**src/inc/audio_ctl_pkg.sv**
```systemverilog
// Constants shared by the audio control register bank and its volume ramps.
// Assumes a 125 MHz core clock; register offsets are page-local byte addresses.
package audio_ctl_pkg;

	// Widths of the control port
	localparam int ADDR_W = 7;
	localparam int PAGE_W = 8;
	localparam int BOOK_W = 8;
	localparam int DATA_W = 8;

	// Register offsets within page 0 of book 0
	localparam logic [ADDR_W-1:0] OFS_MUTE = 7'h03;
	localparam logic [ADDR_W-1:0] OFS_PLL  = 7'h04;
	localparam logic [ADDR_W-1:0] OFS_WRAP = 7'h06;
	localparam logic [ADDR_W-1:0] OFS_FILT = 7'h07;
	localparam logic [ADDR_W-1:0] OFS_PIN  = 7'h08;

	// Field positions
	localparam int BIT_LMUTE  = 4;
	localparam int BIT_RMUTE  = 0;
	localparam int BIT_LOCK   = 4;
	localparam int BIT_PLLEN  = 0;
	localparam int BIT_WRAP   = 3;
	localparam int BIT_EMPH   = 4;
	localparam int BIT_SDSEL  = 0;
	localparam int BIT_GPIO2_DRIVE_ENABLE   = 5;
	localparam int BIT_MUTE_LINE_ENABLE = 4;
	localparam int BIT_GPIO0_DRIVE_ENABLE   = 3;

	// Values after reset
	localparam logic RST_LMUTE  = 1'b0;
	localparam logic RST_RMUTE  = 1'b0;
	localparam logic RST_PLLEN  = 1'b1;
	localparam logic RST_WRAP   = 1'b0;
	localparam logic RST_EMPH   = 1'b0;
	localparam logic RST_SDSEL  = 1'b1;
	localparam logic RST_GPIO2_DRIVE_ENABLE   = 1'b0;
	localparam logic RST_MUTE_LINE_ENABLE = 1'b0;
	localparam logic RST_GPIO0_DRIVE_ENABLE   = 1'b0;

	// Auto-increment page boundaries
	localparam logic [ADDR_W-1:0] PAGE_END        = 7'h7F;
	localparam logic [ADDR_W-1:0] NEXT_PAGE_START = 7'h08;
	localparam logic [ADDR_W-1:0] SAME_PAGE_START = 7'h00;
	localparam logic [BOOK_W-1:0] BOOK_ZERO       = 8'h00;
	localparam logic [PAGE_W-1:0] PAGE_ZERO       = 8'h00;

	// Volume ramp timing: one gain step per interval, rounded up to cycles
	localparam int CLK_PERIOD_NS = 8;
	localparam int RAMP_STEP_NS  = 1000;
	localparam int RAMP_STEP_CYC = (RAMP_STEP_NS + CLK_PERIOD_NS - 1) / CLK_PERIOD_NS;

endpackage

```
**src/inc/ramp_if.sv**
```systemverilog
// Carrier between the register bank and one channel's volume ramp.
// Assumes both ends run on the same core clock.
`timescale 1ns/1ps
interface ramp_if #(parameter int GAIN_W = 8);
	logic              mute_req;
	logic [GAIN_W-1:0] gain;
	logic              muted;

	modport ctrl (output mute_req, input gain, input muted);
	modport ramp (input mute_req, output gain, output muted);
endinterface

```
**src/rtl/volume_ramp.sv**
```systemverilog
// Soft mute ramp for one audio channel: walks the gain one step at a time.
// Assumes a synchronised reset and a mute request from the same clock.
`timescale 1ns/1ps
module volume_ramp #(
	parameter int GAIN_W   = 8,
	parameter int STEP_CYC = audio_ctl_pkg::RAMP_STEP_CYC
) (
	input wire logic sys_clk_i,
	input wire logic rst_n_i,
	ramp_if.ramp     bus
);
	import audio_ctl_pkg::*;

	localparam int CNT_W = $clog2(STEP_CYC + 1);
	localparam logic [CNT_W-1:0]  STEP_LAST = CNT_W'(STEP_CYC - 1);
	localparam logic [GAIN_W-1:0] GAIN_MAX  = '1;
	localparam logic [GAIN_W-1:0] GAIN_MIN  = '0;

	logic [CNT_W-1:0]  step_cnt_r, step_cnt_nxt;
	logic [GAIN_W-1:0] gain_r,     gain_nxt;
	logic              muted_r,    muted_nxt;

	// One gain step per interval, down while muting, up otherwise
	always_comb begin
		step_cnt_nxt = step_cnt_r + 1'b1;
		gain_nxt     = gain_r;
		if (step_cnt_r == STEP_LAST) begin
			step_cnt_nxt = '0;
			if (bus.mute_req && gain_r != GAIN_MIN) begin
				gain_nxt = gain_r - 1'b1;
			end else if (!bus.mute_req && gain_r != GAIN_MAX) begin
				gain_nxt = gain_r + 1'b1;
			end
		end
		muted_nxt = (gain_nxt == GAIN_MIN);
	end

	// Ramp state, full volume after reset
	always_ff @(posedge sys_clk_i or negedge rst_n_i) begin
		if (!rst_n_i) begin
			step_cnt_r <= '0;
			gain_r     <= '1;
			muted_r    <= 1'b0;
		end else begin
			step_cnt_r <= step_cnt_nxt;
			gain_r     <= gain_nxt;
			muted_r    <= muted_nxt;
		end
	end

	assign bus.gain  = gain_r;
	assign bus.muted = muted_r;
endmodule // volume_ramp

```
**src/rtl/audio_dac_control_regs.sv**
```systemverilog
// Control register bank of the amplifier's processing core: mute, PLL, page wrap,
// filter and output select, pin direction. Behind the control port's byte access.
// Assumes the control port logic and the PLL lock indicator; lock and audio pins async.
`timescale 1ns/1ps
module audio_dac_control_regs #(
	parameter int GAIN_W   = 8,
	parameter int STEP_CYC = audio_ctl_pkg::RAMP_STEP_CYC
) (
	input  wire logic                              sys_clk_i,
	input  wire logic                              rst_n_i,
	input  wire logic                              ctl_load_i,
	input  wire logic [audio_ctl_pkg::ADDR_W-1:0]  ctl_addr_i,
	input  wire logic [audio_ctl_pkg::PAGE_W-1:0]  ctl_page_i,
	input  wire logic [audio_ctl_pkg::BOOK_W-1:0]  ctl_book_i,
	input  wire logic                              ctl_wr_i,
	input  wire logic [audio_ctl_pkg::DATA_W-1:0]  ctl_wdata_i,
	input  wire logic                              ctl_rd_i,
	output logic      [audio_ctl_pkg::DATA_W-1:0]  ctl_rdata_o,
	output logic                                   ctl_rvalid_o,
	output logic      [audio_ctl_pkg::ADDR_W-1:0]  ctl_ptr_o,
	output logic      [audio_ctl_pkg::PAGE_W-1:0]  ctl_page_o,
	input  wire logic                              pll_raw_lock_i,
	input  wire logic                              pre_sdata_i,
	input  wire logic                              post_sdata_i,
	output logic                                   pll_enable_o,
	output logic                                   mclk_from_pin_o,
	output logic                                   pll_lock_flag_o,
	output logic      [GAIN_W-1:0]                 left_gain_o,
	output logic      [GAIN_W-1:0]                 right_gain_o,
	output logic                                   left_muted_o,
	output logic                                   right_muted_o,
	output logic                                   emphasis_undo_enable_o,
	output logic                                   serial_audio_output_o,
	output logic                                   gpio2_drive_enable_o,
	output logic                                   gpio0_drive_enable_o,
	output logic                                   mute_line_enable_o
);
	import audio_ctl_pkg::*;

	logic                rst_meta_r, rst_sync_r;
	logic [2:0]          in_meta_r,  in_sync_r;
	logic                lock_s, pre_s, post_s;
	logic                left_mute_r, left_mute_nxt, right_mute_r, right_mute_nxt;
	logic                pll_en_r,    pll_en_nxt,    unlock_r,     unlock_nxt;
	logic                clk_pin_r,   clk_pin_nxt,   wrap_sel_r,   wrap_sel_nxt;
	logic                emph_r,      emph_nxt,      sdsel_r,      sdsel_nxt;
	logic                gpio2_drive_enable_r,      gpio2_drive_enable_nxt,      mute_line_enable_r,     mute_line_enable_nxt;
	logic                gpio0_drive_enable_r,      gpio0_drive_enable_nxt,      serial_audio_output_r,      serial_audio_output_nxt;
	logic [ADDR_W-1:0]   ptr_r,       ptr_nxt;
	logic [PAGE_W-1:0]   page_r,      page_nxt;
	logic [DATA_W-1:0]   rdata_r,     rdata_nxt;
	logic                rvalid_r,    rvalid_nxt;
	logic                access, in_bank, wr_hit, rd_hit;

	// Byte image of one register; reserved bits stay zero
	function automatic logic [DATA_W-1:0] reg_image(input logic [ADDR_W-1:0] ofs);
		logic [DATA_W-1:0] v;
		v = '0;
		case (ofs)
			OFS_MUTE: begin
				v[BIT_LMUTE] = left_mute_r;
				v[BIT_RMUTE] = right_mute_r;
			end
			OFS_PLL: begin
				v[BIT_LOCK]  = unlock_r;
				v[BIT_PLLEN] = pll_en_r;
			end
			OFS_WRAP: v[BIT_WRAP] = wrap_sel_r;
			OFS_FILT: begin
				v[BIT_EMPH]  = emph_r;
				v[BIT_SDSEL] = sdsel_r;
			end
			OFS_PIN: begin
				v[BIT_GPIO2_DRIVE_ENABLE]   = gpio2_drive_enable_r;
				v[BIT_MUTE_LINE_ENABLE] = mute_line_enable_r;
				v[BIT_GPIO0_DRIVE_ENABLE]   = gpio0_drive_enable_r;
			end
			default: v = '0;
		endcase
		return v;
	endfunction

	// Reset release through two flip-flops
	always_ff @(posedge sys_clk_i or negedge rst_n_i) begin
		if (!rst_n_i) begin
			rst_meta_r <= 1'b0;
			rst_sync_r <= 1'b0;
		end else begin
			rst_meta_r <= 1'b1;
			rst_sync_r <= rst_meta_r;
		end
	end

	// Two-stage synchronisers for the lock indicator and the audio pins
	always_ff @(posedge sys_clk_i or negedge rst_sync_r) begin
		if (!rst_sync_r) begin
			in_meta_r <= '0;
			in_sync_r <= '0;
		end else begin
			in_meta_r <= {pll_raw_lock_i, pre_sdata_i, post_sdata_i};
			in_sync_r <= in_meta_r;
		end
	end

	assign lock_s = in_sync_r[2];
	assign pre_s  = in_sync_r[1];
	assign post_s = in_sync_r[0];

	// Access qualification; a load cycle only moves the pointer and page
	assign access  = (ctl_wr_i || ctl_rd_i) && !ctl_load_i;
	assign in_bank = (ctl_book_i == BOOK_ZERO) && (page_r == PAGE_ZERO);
	assign wr_hit  = ctl_wr_i && !ctl_load_i && in_bank;
	assign rd_hit  = ctl_rd_i && !ctl_load_i && in_bank;

	// Next values of pointer, control bits, status and read data
	always_comb begin
		ptr_nxt        = ptr_r;
		page_nxt       = page_r;
		left_mute_nxt  = left_mute_r;
		right_mute_nxt = right_mute_r;
		pll_en_nxt     = pll_en_r;
		wrap_sel_nxt   = wrap_sel_r;
		emph_nxt       = emph_r;
		sdsel_nxt      = sdsel_r;
		gpio2_drive_enable_nxt       = gpio2_drive_enable_r;
		mute_line_enable_nxt     = mute_line_enable_r;
		gpio0_drive_enable_nxt       = gpio0_drive_enable_r;
		if (ctl_load_i) begin
			ptr_nxt  = ctl_addr_i;
			page_nxt = ctl_page_i;
		end else if (access) begin
			if (ptr_r != PAGE_END) begin
				ptr_nxt = ptr_r + 1'b1;
			end else if (wrap_sel_r || ctl_book_i == BOOK_ZERO) begin
				ptr_nxt = SAME_PAGE_START;
			end else begin
				ptr_nxt  = NEXT_PAGE_START;
				page_nxt = page_r + 1'b1;
			end
		end
		if (wr_hit) begin
			case (ptr_r)
				OFS_MUTE: begin
					left_mute_nxt  = ctl_wdata_i[BIT_LMUTE];
					right_mute_nxt = ctl_wdata_i[BIT_RMUTE];
				end
				OFS_PLL:  pll_en_nxt   = ctl_wdata_i[BIT_PLLEN];
				OFS_WRAP: wrap_sel_nxt = ctl_wdata_i[BIT_WRAP];
				OFS_FILT: begin
					emph_nxt  = ctl_wdata_i[BIT_EMPH];
					sdsel_nxt = ctl_wdata_i[BIT_SDSEL];
				end
				OFS_PIN: begin
					gpio2_drive_enable_nxt   = ctl_wdata_i[BIT_GPIO2_DRIVE_ENABLE];
					mute_line_enable_nxt = ctl_wdata_i[BIT_MUTE_LINE_ENABLE];
					gpio0_drive_enable_nxt   = ctl_wdata_i[BIT_GPIO0_DRIVE_ENABLE];
				end
				default: ;
			endcase
		end
		unlock_nxt  = !(pll_en_nxt && lock_s);
		clk_pin_nxt = !pll_en_nxt;
		serial_audio_output_nxt   = sdsel_r ? pre_s : post_s;
		rvalid_nxt  = ctl_rd_i && !ctl_load_i;
		rdata_nxt   = rd_hit ? reg_image(ptr_r) : '0;
	end

	// Register stage of the whole bank
	always_ff @(posedge sys_clk_i or negedge rst_sync_r) begin
		if (!rst_sync_r) begin
			ptr_r        <= SAME_PAGE_START;
			page_r       <= PAGE_ZERO;
			left_mute_r  <= RST_LMUTE;
			right_mute_r <= RST_RMUTE;
			pll_en_r     <= RST_PLLEN;
			wrap_sel_r   <= RST_WRAP;
			emph_r       <= RST_EMPH;
			sdsel_r      <= RST_SDSEL;
			gpio2_drive_enable_r       <= RST_GPIO2_DRIVE_ENABLE;
			mute_line_enable_r     <= RST_MUTE_LINE_ENABLE;
			gpio0_drive_enable_r       <= RST_GPIO0_DRIVE_ENABLE;
			unlock_r     <= 1'b1;
			clk_pin_r    <= 1'b0;
			serial_audio_output_r      <= 1'b0;
			rvalid_r     <= 1'b0;
			rdata_r      <= '0;
		end else begin
			ptr_r        <= ptr_nxt;
			page_r       <= page_nxt;
			left_mute_r  <= left_mute_nxt;
			right_mute_r <= right_mute_nxt;
			pll_en_r     <= pll_en_nxt;
			wrap_sel_r   <= wrap_sel_nxt;
			emph_r       <= emph_nxt;
			sdsel_r      <= sdsel_nxt;
			gpio2_drive_enable_r       <= gpio2_drive_enable_nxt;
			mute_line_enable_r     <= mute_line_enable_nxt;
			gpio0_drive_enable_r       <= gpio0_drive_enable_nxt;
			unlock_r     <= unlock_nxt;
			clk_pin_r    <= clk_pin_nxt;
			serial_audio_output_r      <= serial_audio_output_nxt;
			rvalid_r     <= rvalid_nxt;
			rdata_r      <= rdata_nxt;
		end
	end

	// One volume ramp per channel: index 0 left, 1 right
	ramp_if #(.GAIN_W(GAIN_W)) rif [2] ();

	assign rif[0].mute_req = left_mute_r;
	assign rif[1].mute_req = right_mute_r;

	for (genvar g = 0; g < 2; g++) begin : g_ramp
		volume_ramp #(
			.GAIN_W   (GAIN_W),
			.STEP_CYC (STEP_CYC)
		) u_ramp (
			.sys_clk_i (sys_clk_i),
			.rst_n_i   (rst_sync_r),
			.bus       (rif[g].ramp)
		);
	end

	// Outputs, each from a flip-flop
	assign ctl_rdata_o            = rdata_r;
	assign ctl_rvalid_o           = rvalid_r;
	assign ctl_ptr_o              = ptr_r;
	assign ctl_page_o             = page_r;
	assign pll_enable_o           = pll_en_r;
	assign mclk_from_pin_o        = clk_pin_r;
	assign pll_lock_flag_o        = unlock_r;
	assign left_gain_o            = rif[0].gain;
	assign right_gain_o           = rif[1].gain;
	assign left_muted_o           = rif[0].muted;
	assign right_muted_o          = rif[1].muted;
	assign emphasis_undo_enable_o = emph_r;
	assign serial_audio_output_o  = serial_audio_output_r;
	assign gpio2_drive_enable_o   = gpio2_drive_enable_r;
	assign gpio0_drive_enable_o   = gpio0_drive_enable_r;
	assign mute_line_enable_o     = mute_line_enable_r;
endmodule // audio_dac_control_regs

```
**config.mk**
```make
export PLATFORM = sky130hd
export DESIGN_NAME = audio_dac_control_regs
export DESIGN_NICKNAME = d
export VERILOG_FILES = /design/src/inc/audio_ctl_pkg.sv /design/src/inc/ramp_if.sv /design/src/rtl/volume_ramp.sv /design/src/rtl/audio_dac_control_regs.sv
export SDC_FILE = /design/constraint.sdc
export NUM_CORES = 1
export LEC_CHECK = 0
export ABC_AREA = 1
export BUFFER_PORTS_ARGS = -buffer_cell sky130_fd_sc_hd__buf_2
export CAP_MARGIN = 20
export CORE_AREA = 4 4 96 98
export CTS_CLUSTER_DIAMETER = 60
export DETAILED_ROUTE_END_ITERATION = 10
export DIE_AREA = 0 0 100 102
export PLACE_DENSITY = 0.78
export SLEW_MARGIN = 20
export SYNTH_ARGS = -nofsm -noshare
export SYNTH_HDL_FRONTEND = slang
export SYNTH_HIERARCHICAL = 1
export SYNTH_SLANG_ARGS = --single-unit
```
**constraint.sdc**
```tcl
create_clock -name sys_clk_i -period 3.8 [get_ports sys_clk_i]
set_input_delay 0.76 -clock sys_clk_i [delete_from_list [all_inputs] [get_ports sys_clk_i]]
set_output_delay 0.76 -clock sys_clk_i [all_outputs]
set_load 0.005 [all_outputs]
```
---- Word-level counts from Yosys, hierarchy flattened ----
Index checks and enable logic that the tools add are counted.
operators by class
  multiplexer cells ....................... 24
  add/subtract/negate cells ............... 8
  eq/ne operators ......................... 12
  reductions and logical operators ........ 30
operators with widths
  cell                                                                   count
  8-bit two-way mux                                                      10
  7-bit two-way mux                                                      5
  8-bit zero test                                                        4
  8-bit by 1-bit adder with 8-bit output, second input constant          3
  7-bit by 1-bit adder with 7-bit output, second input constant          3
  7-bit by 3-bit equality test with 1-bit output, second input constant  3
  8-bit != test, second input constant                                   2
  8-bit nonzero test                                                     2
  8-bit by 1-bit subtractor with 8-bit output, second input constant     2
  7-bit equality test, second input constant                             2
  1-bit logical AND                                                      11
  2-bit AND reduction                                                    4
  7-bit by 2-bit equality test with 1-bit output, second input constant  1
  7-bit by 4-bit equality test with 1-bit output, second input constant  1
  7-bit != test, second input constant                                   1
  6-bit two-way mux                                                      1
  1-bit zero test                                                        5
  1-bit two-way mux                                                      4
  4-bit two-way mux                                                      1
  2-bit != test, second input constant                                   2
  1-bit case mux with 4 select lines                                     1
  1-bit case mux with 3 select lines                                     1
  3-bit AND reduction                                                    1
  1-bit logical OR                                                       2
  2 further kinds                                                        2
word-level totals
  flip-flop bits (word level) ............. 74
  bits of input ports ..................... 39
  output and inout port bits .............. 50
  logic and storage cells ................. 100

---- Logic depth before layout (Yosys ltp) ----
  depth after elaboration ................. 6
  depth in mapped cells ................... 15
  gate-level depth less buffers ........... 14

---- Modules after synthesis ----
The synthesis kept the hierarchy.
by module, submodules not included
  module                  area an instance (µm²)  sequential area each (µm²)  cells each  instances
  volume_ramp             1153.6                  410.4                       155         2
  audio_dac_control_regs  2163.3                  1004.7                      285         1

---- Worst setup path before layout ----
Ideal clock, no wire load.
  path type ............................... reg2reg
  from .................................... register g_ramp[0].u_ramp.gain_r[0]
  to ...................................... register g_ramp[0].u_ramp.muted_r
  setup time .............................. 0.069 ns
  data arrival time ....................... 1.714 ns
  setup slack ............................. 2.017 ns
  stages on the path, launching flop included .. 15
  period minus slack after synthesis ...... 1.783 ns
  cells stage by stage .................... dfstp_2 > inv_1 > ha_1 > nand2_1 > nand2_1 > nand2_4 > buf_12 > nand2_2 > nand2_2 > nand3_1 > nand2_1 > nand2_2 > nor2_2 > nand2_1 > nor2_2
between the ends
  word-level cells in the longest chain between the ends .. 6
  elaborated cells between the ends (all ways) .. 10
  classes of those cells .................. add/sub: 2; eq/ne: 1; mux: 3; reduce/logical: 4
RTL lines
  element                                                                         line               RTL
  start, declared                                                                 volume_ramp.sv:20  logic [GAIN_W-1:0] gain_r, gain_nxt;
  start signal, assigned                                                          volume_ramp.sv:46  gain_r <= gain_nxt;
  branches (longest 3 deep; another with 8-bit by 1-bit adder with 8-bit output)  n/a
  8-bit two-way mux (*)                                                           volume_ramp.sv:29  if (bus.mute_req && gain_r != GAIN_MIN) begin
  8-bit two-way mux (*)                                                           volume_ramp.sv:27  if (step_cnt_r == STEP_LAST) begin
  net g_ramp[0].u_ramp.gain_nxt[4]                                                volume_ramp.sv:20
  8-bit zero test (*)                                                             volume_ramp.sv:35  muted_nxt = (gain_nxt == GAIN_MIN);
  net g_ramp[0].u_ramp.muted_nxt                                                  volume_ramp.sv:21  logic muted_r, muted_nxt;
  end signal, assigned                                                            volume_ramp.sv:47  muted_r <= muted_nxt;
  end, declared                                                                   volume_ramp.sv:21
Mark *: on every way through the listed nets, which the timed path passes.
A chain may end at the register's enable or synchronous reset.

---- Worst setup path after layout ----
  from .................................... register g_ramp[1].u_ramp.gain_r[0]
  to ...................................... register g_ramp[1].u_ramp.muted_r
between the ends
  word-level cells in the longest chain between the ends .. 6
  elaborated cells between the ends (all ways) .. 10
  classes of those cells .................. add/sub: 2; eq/ne: 1; mux: 3; reduce/logical: 4
RTL lines
  element                                                                         line
  start, declared                                                                 volume_ramp.sv:20
  start signal, assigned                                                          volume_ramp.sv:46
  branches (longest 4 deep; another with 8-bit by 1-bit adder with 8-bit output)  n/a
  8-bit two-way mux (*)                                                           volume_ramp.sv:27
  net g_ramp[1].u_ramp.gain_nxt[0]                                                volume_ramp.sv:20
  8-bit zero test (*)                                                             volume_ramp.sv:35
  net g_ramp[1].u_ramp.muted_nxt                                                  volume_ramp.sv:21
  end signal, assigned                                                            volume_ramp.sv:47
  end, declared                                                                   volume_ramp.sv:21
Marks and branches as above.

==> out/qor.csv <==
metric;value;unit
antennaDiodeCount;0;
cts_root_buffer;clkbuf_8;
routed_wirelength;10.12;mm
start_util;52.81;%
io_pins;89;
tightestPinTransition;646.4;ps
grt-ovfl-total;0;
rsz0062_at_grt;no;
track_usage;20.49;%
crit_type;flip-flop to flip-flop;
yosys_most_used_dff;dfrtp_1;
place_hpwl;7.807;mm
cts-htree-levels;3;
crit_fanout;11;
fp.dieArea;10200;um^2
route.detailed.drc;0;
total_power;1.699;mW
syn_inst;595;
num_rows;34;
dp_slack;1682;ps
grt_pass1_vias;3935;
p_leak;2.651;nW
status;finished clean;
cp-end-kind;flip-flop;
fin_nets;734;
power_density;329.2;nW/um^2
yosysUniqueCellTypes;38;
synth_async_sr_flop_share;100.0;%
multiInputGateArea;2266;um^2
ir_drop;0.0002493;V
clkLatencyLatePin;340;ps
crit_required;4080;ps
syn_area_per_cell;7.514;um^2
start_kind;flip-flop;
final-seq-area;1827;um^2
cts_setup_buffers;0;
synth_seq_cells;72;
grt_max_degree;43;
port_buffers;80;
max-cap-violations;0;
fp.dieH;102;um
fill_cells;744;
setup_viol;0;
cts_tree;built;
ys_warn_count;6;
num_vias;4111;
finalClockSkew;10.55;ps
slew_violations;0;
place_congestion;0.9596;
min_path_type;input pin to async pin;
layout-drive-gt1-share;27.15;%
min_period;2155;ps
ant_nets;0;
initialDrtViolationCount;264;
relSlewSlack;56.90;%
worstPathArrival;2430;ps
synth_edf_count;0;
fmax;0.4641;GHz
coreArea;8466;um^2
wl_per_cell;12.76;um
cts_buffers;9;
ys_seq_area_share;40.83;%
die_w;100;um
timing.setup.tns;0;ps
fin_hold_ws;180.2;ps
grt_pass1_wl;16.95;mm
detail_route.first_pass.iterations;4;
post-route-period-util;56.71;%
grt_antenna_before_repair;0;
worst_slack;1645;ps
hold_violations;0;
clkSlewWorstSetupHoldPaths;80;ps
cts_buffer_depth;2;
viasPerCell;5.184;
cts_hold_buf;0;
cts_resized;0;
clock_sinks;72;
area_growth;15.42;%
synth_area;4471;um^2
## registers in the layout, indices dropped and copies added (netlist names), 2 cells and up
name                      cells
ctl_page_o                    8
ctl_ptr_o                     7
ctl_rdata_o                   4
g_ramp.u_ramp/bus.gain       16
g_ramp.u_ramp/bus.muted       2
g_ramp.u_ramp/step_cnt_r     14
in_meta_r                     3
in_sync_r                     3
## report_power, final
| part | internal, mW | switching [mW] |
|---|---|---|
| clock network | 0.390 | 0.286 |
| logic | 0.0760 | 0.103 |
| registers | 0.796 | 0.0479 |
| total | 1.26 | 0.437 |
## cells by family after synthesis
logic type	after synthesis	share of synthesized area, %
flip-flops	72	40.83
multiplexers	1	0.2519
adder cells (fa/ha/maj)	15	4.198
XOR/XNOR	7	1.371
buffers and inverters	89	8.732
AND/OR/NAND/NOR	364	38.23
AO/OA/AOI/OAI	45	6.214
other	2	0.1680
## path summary, 6_finish.rpt
path | start | to | slack [ps] | cells past startpoint
hold reg to reg | rst_sync_r$_DFF_PN0_ | g_ramp[0].u_ramp/step_cnt_r[0]$_DFF_PN0_ | 290 | 0
min in group sys_clk_i | in_meta_r[1]$_DFF_PN0_ | in_sync_r[1]$_DFF_PN0_ | 350 | 0
max in group asynchronous | rst_sync_r$_DFF_PN0_ | g_ramp[1].u_ramp/bus.gain[3]$_DFF_PN1_ | 2530 | 1
hold / removal | rst_n_i | rst_meta_r$_DFF_PN0_ | 180 | 1
setup reg to reg | g_ramp[1].u_ramp/bus.gain[0]$_DFF_PN1_ | g_ramp[1].u_ramp/bus.muted$_DFF_PN0_ | 1650 | 13
setup / recovery | g_ramp[1].u_ramp/bus.gain[0]$_DFF_PN1_ | g_ramp[1].u_ramp/bus.muted$_DFF_PN0_ | 1650 | 13
## worst max-delay path, cell delays in order (launching register included)
cell and delay [ps]:
dfstp_2 580, inv_1 110, ha_1 220, nand2_1 60, nand2_1 130, nand2_4 220, inv_1 110, nand2_1 100
nand2_1 60, nand2_1 80, nand2_2 60, nor2_1 140, nand3_1 110, nor2_2 110
## synthesized netlist by cell type (all sizes together) (2+ instances only)
library cell	count	area [um^2]
a21o	2	15.01
a21oi	18	112.6
buf	8	86.33
clkbuf	2	7.510
clkinv	2	7.510
conb	2	7.510
dfrtp	53	1326
dfstp	19	499.2
ha	15	187.7
inv	77	289.0
nand2	205	874.6
nand3	66	365.3
nand3b	2	15.01
nand4	10	62.56
nor2	73	349.1
nor3	6	30.03
o211ai	4	30.03
o21ai	18	97.60
xnor2	2	17.52
xor2	5	43.79
## stage by stage
step           cells  util [%]  cell area, um^2
2_1_floorplan    598         -             4482
3_3_place_gp     777     58.26             4932
3_5_place_dp     777     58.26             4932
4_1_cts          793     60.95             5160
5_1_grt          793     60.95             5160
6_report         793     60.95             5160
## per-layer routing
metal  vias to the layer above  global-route usage (%)  part of all wire, %  wire [um]
met5                         -                       0                    0          0
met4                         0                   9.016                  2.6        268
met3                        29                   3.549                  6.3        640
met2                       139                   35.66                   48       4900
met1                      1905                   25.09                   43       4310
li1                       2038                       -                    -          -
## placed cells by master (no fill, tap or decap), types with 7 or more instances in the layout
| cell type | count |
|---|---|
| nand2_1 | 175 |
| nand2_2 | 24 |
| inv_1 | 73 |
| ha_1 | 15 |
| dfstp_2 | 19 |
| nor2_2 | 18 |
| clkbuf_8 | 10 |
| buf_2 | 80 |
| o21ai_0 | 12 |
| nand3_2 | 7 |
| nand3_1 | 59 |
| dfrtp_1 | 52 |
| a21oi_1 | 16 |
| nand4_1 | 10 |
| nor2_1 | 51 |
## layout make-up
class                   count  area share (%)
clock inverters             6           1.746
clock buffers              10           2.667
multi-input cells         437           43.91
well taps                 108           2.619
repair buffers             81           7.905
flip-flops and latches     72           35.40
inverters                  79           5.747
Note: power is estimated with default switching activity, not from simulation.
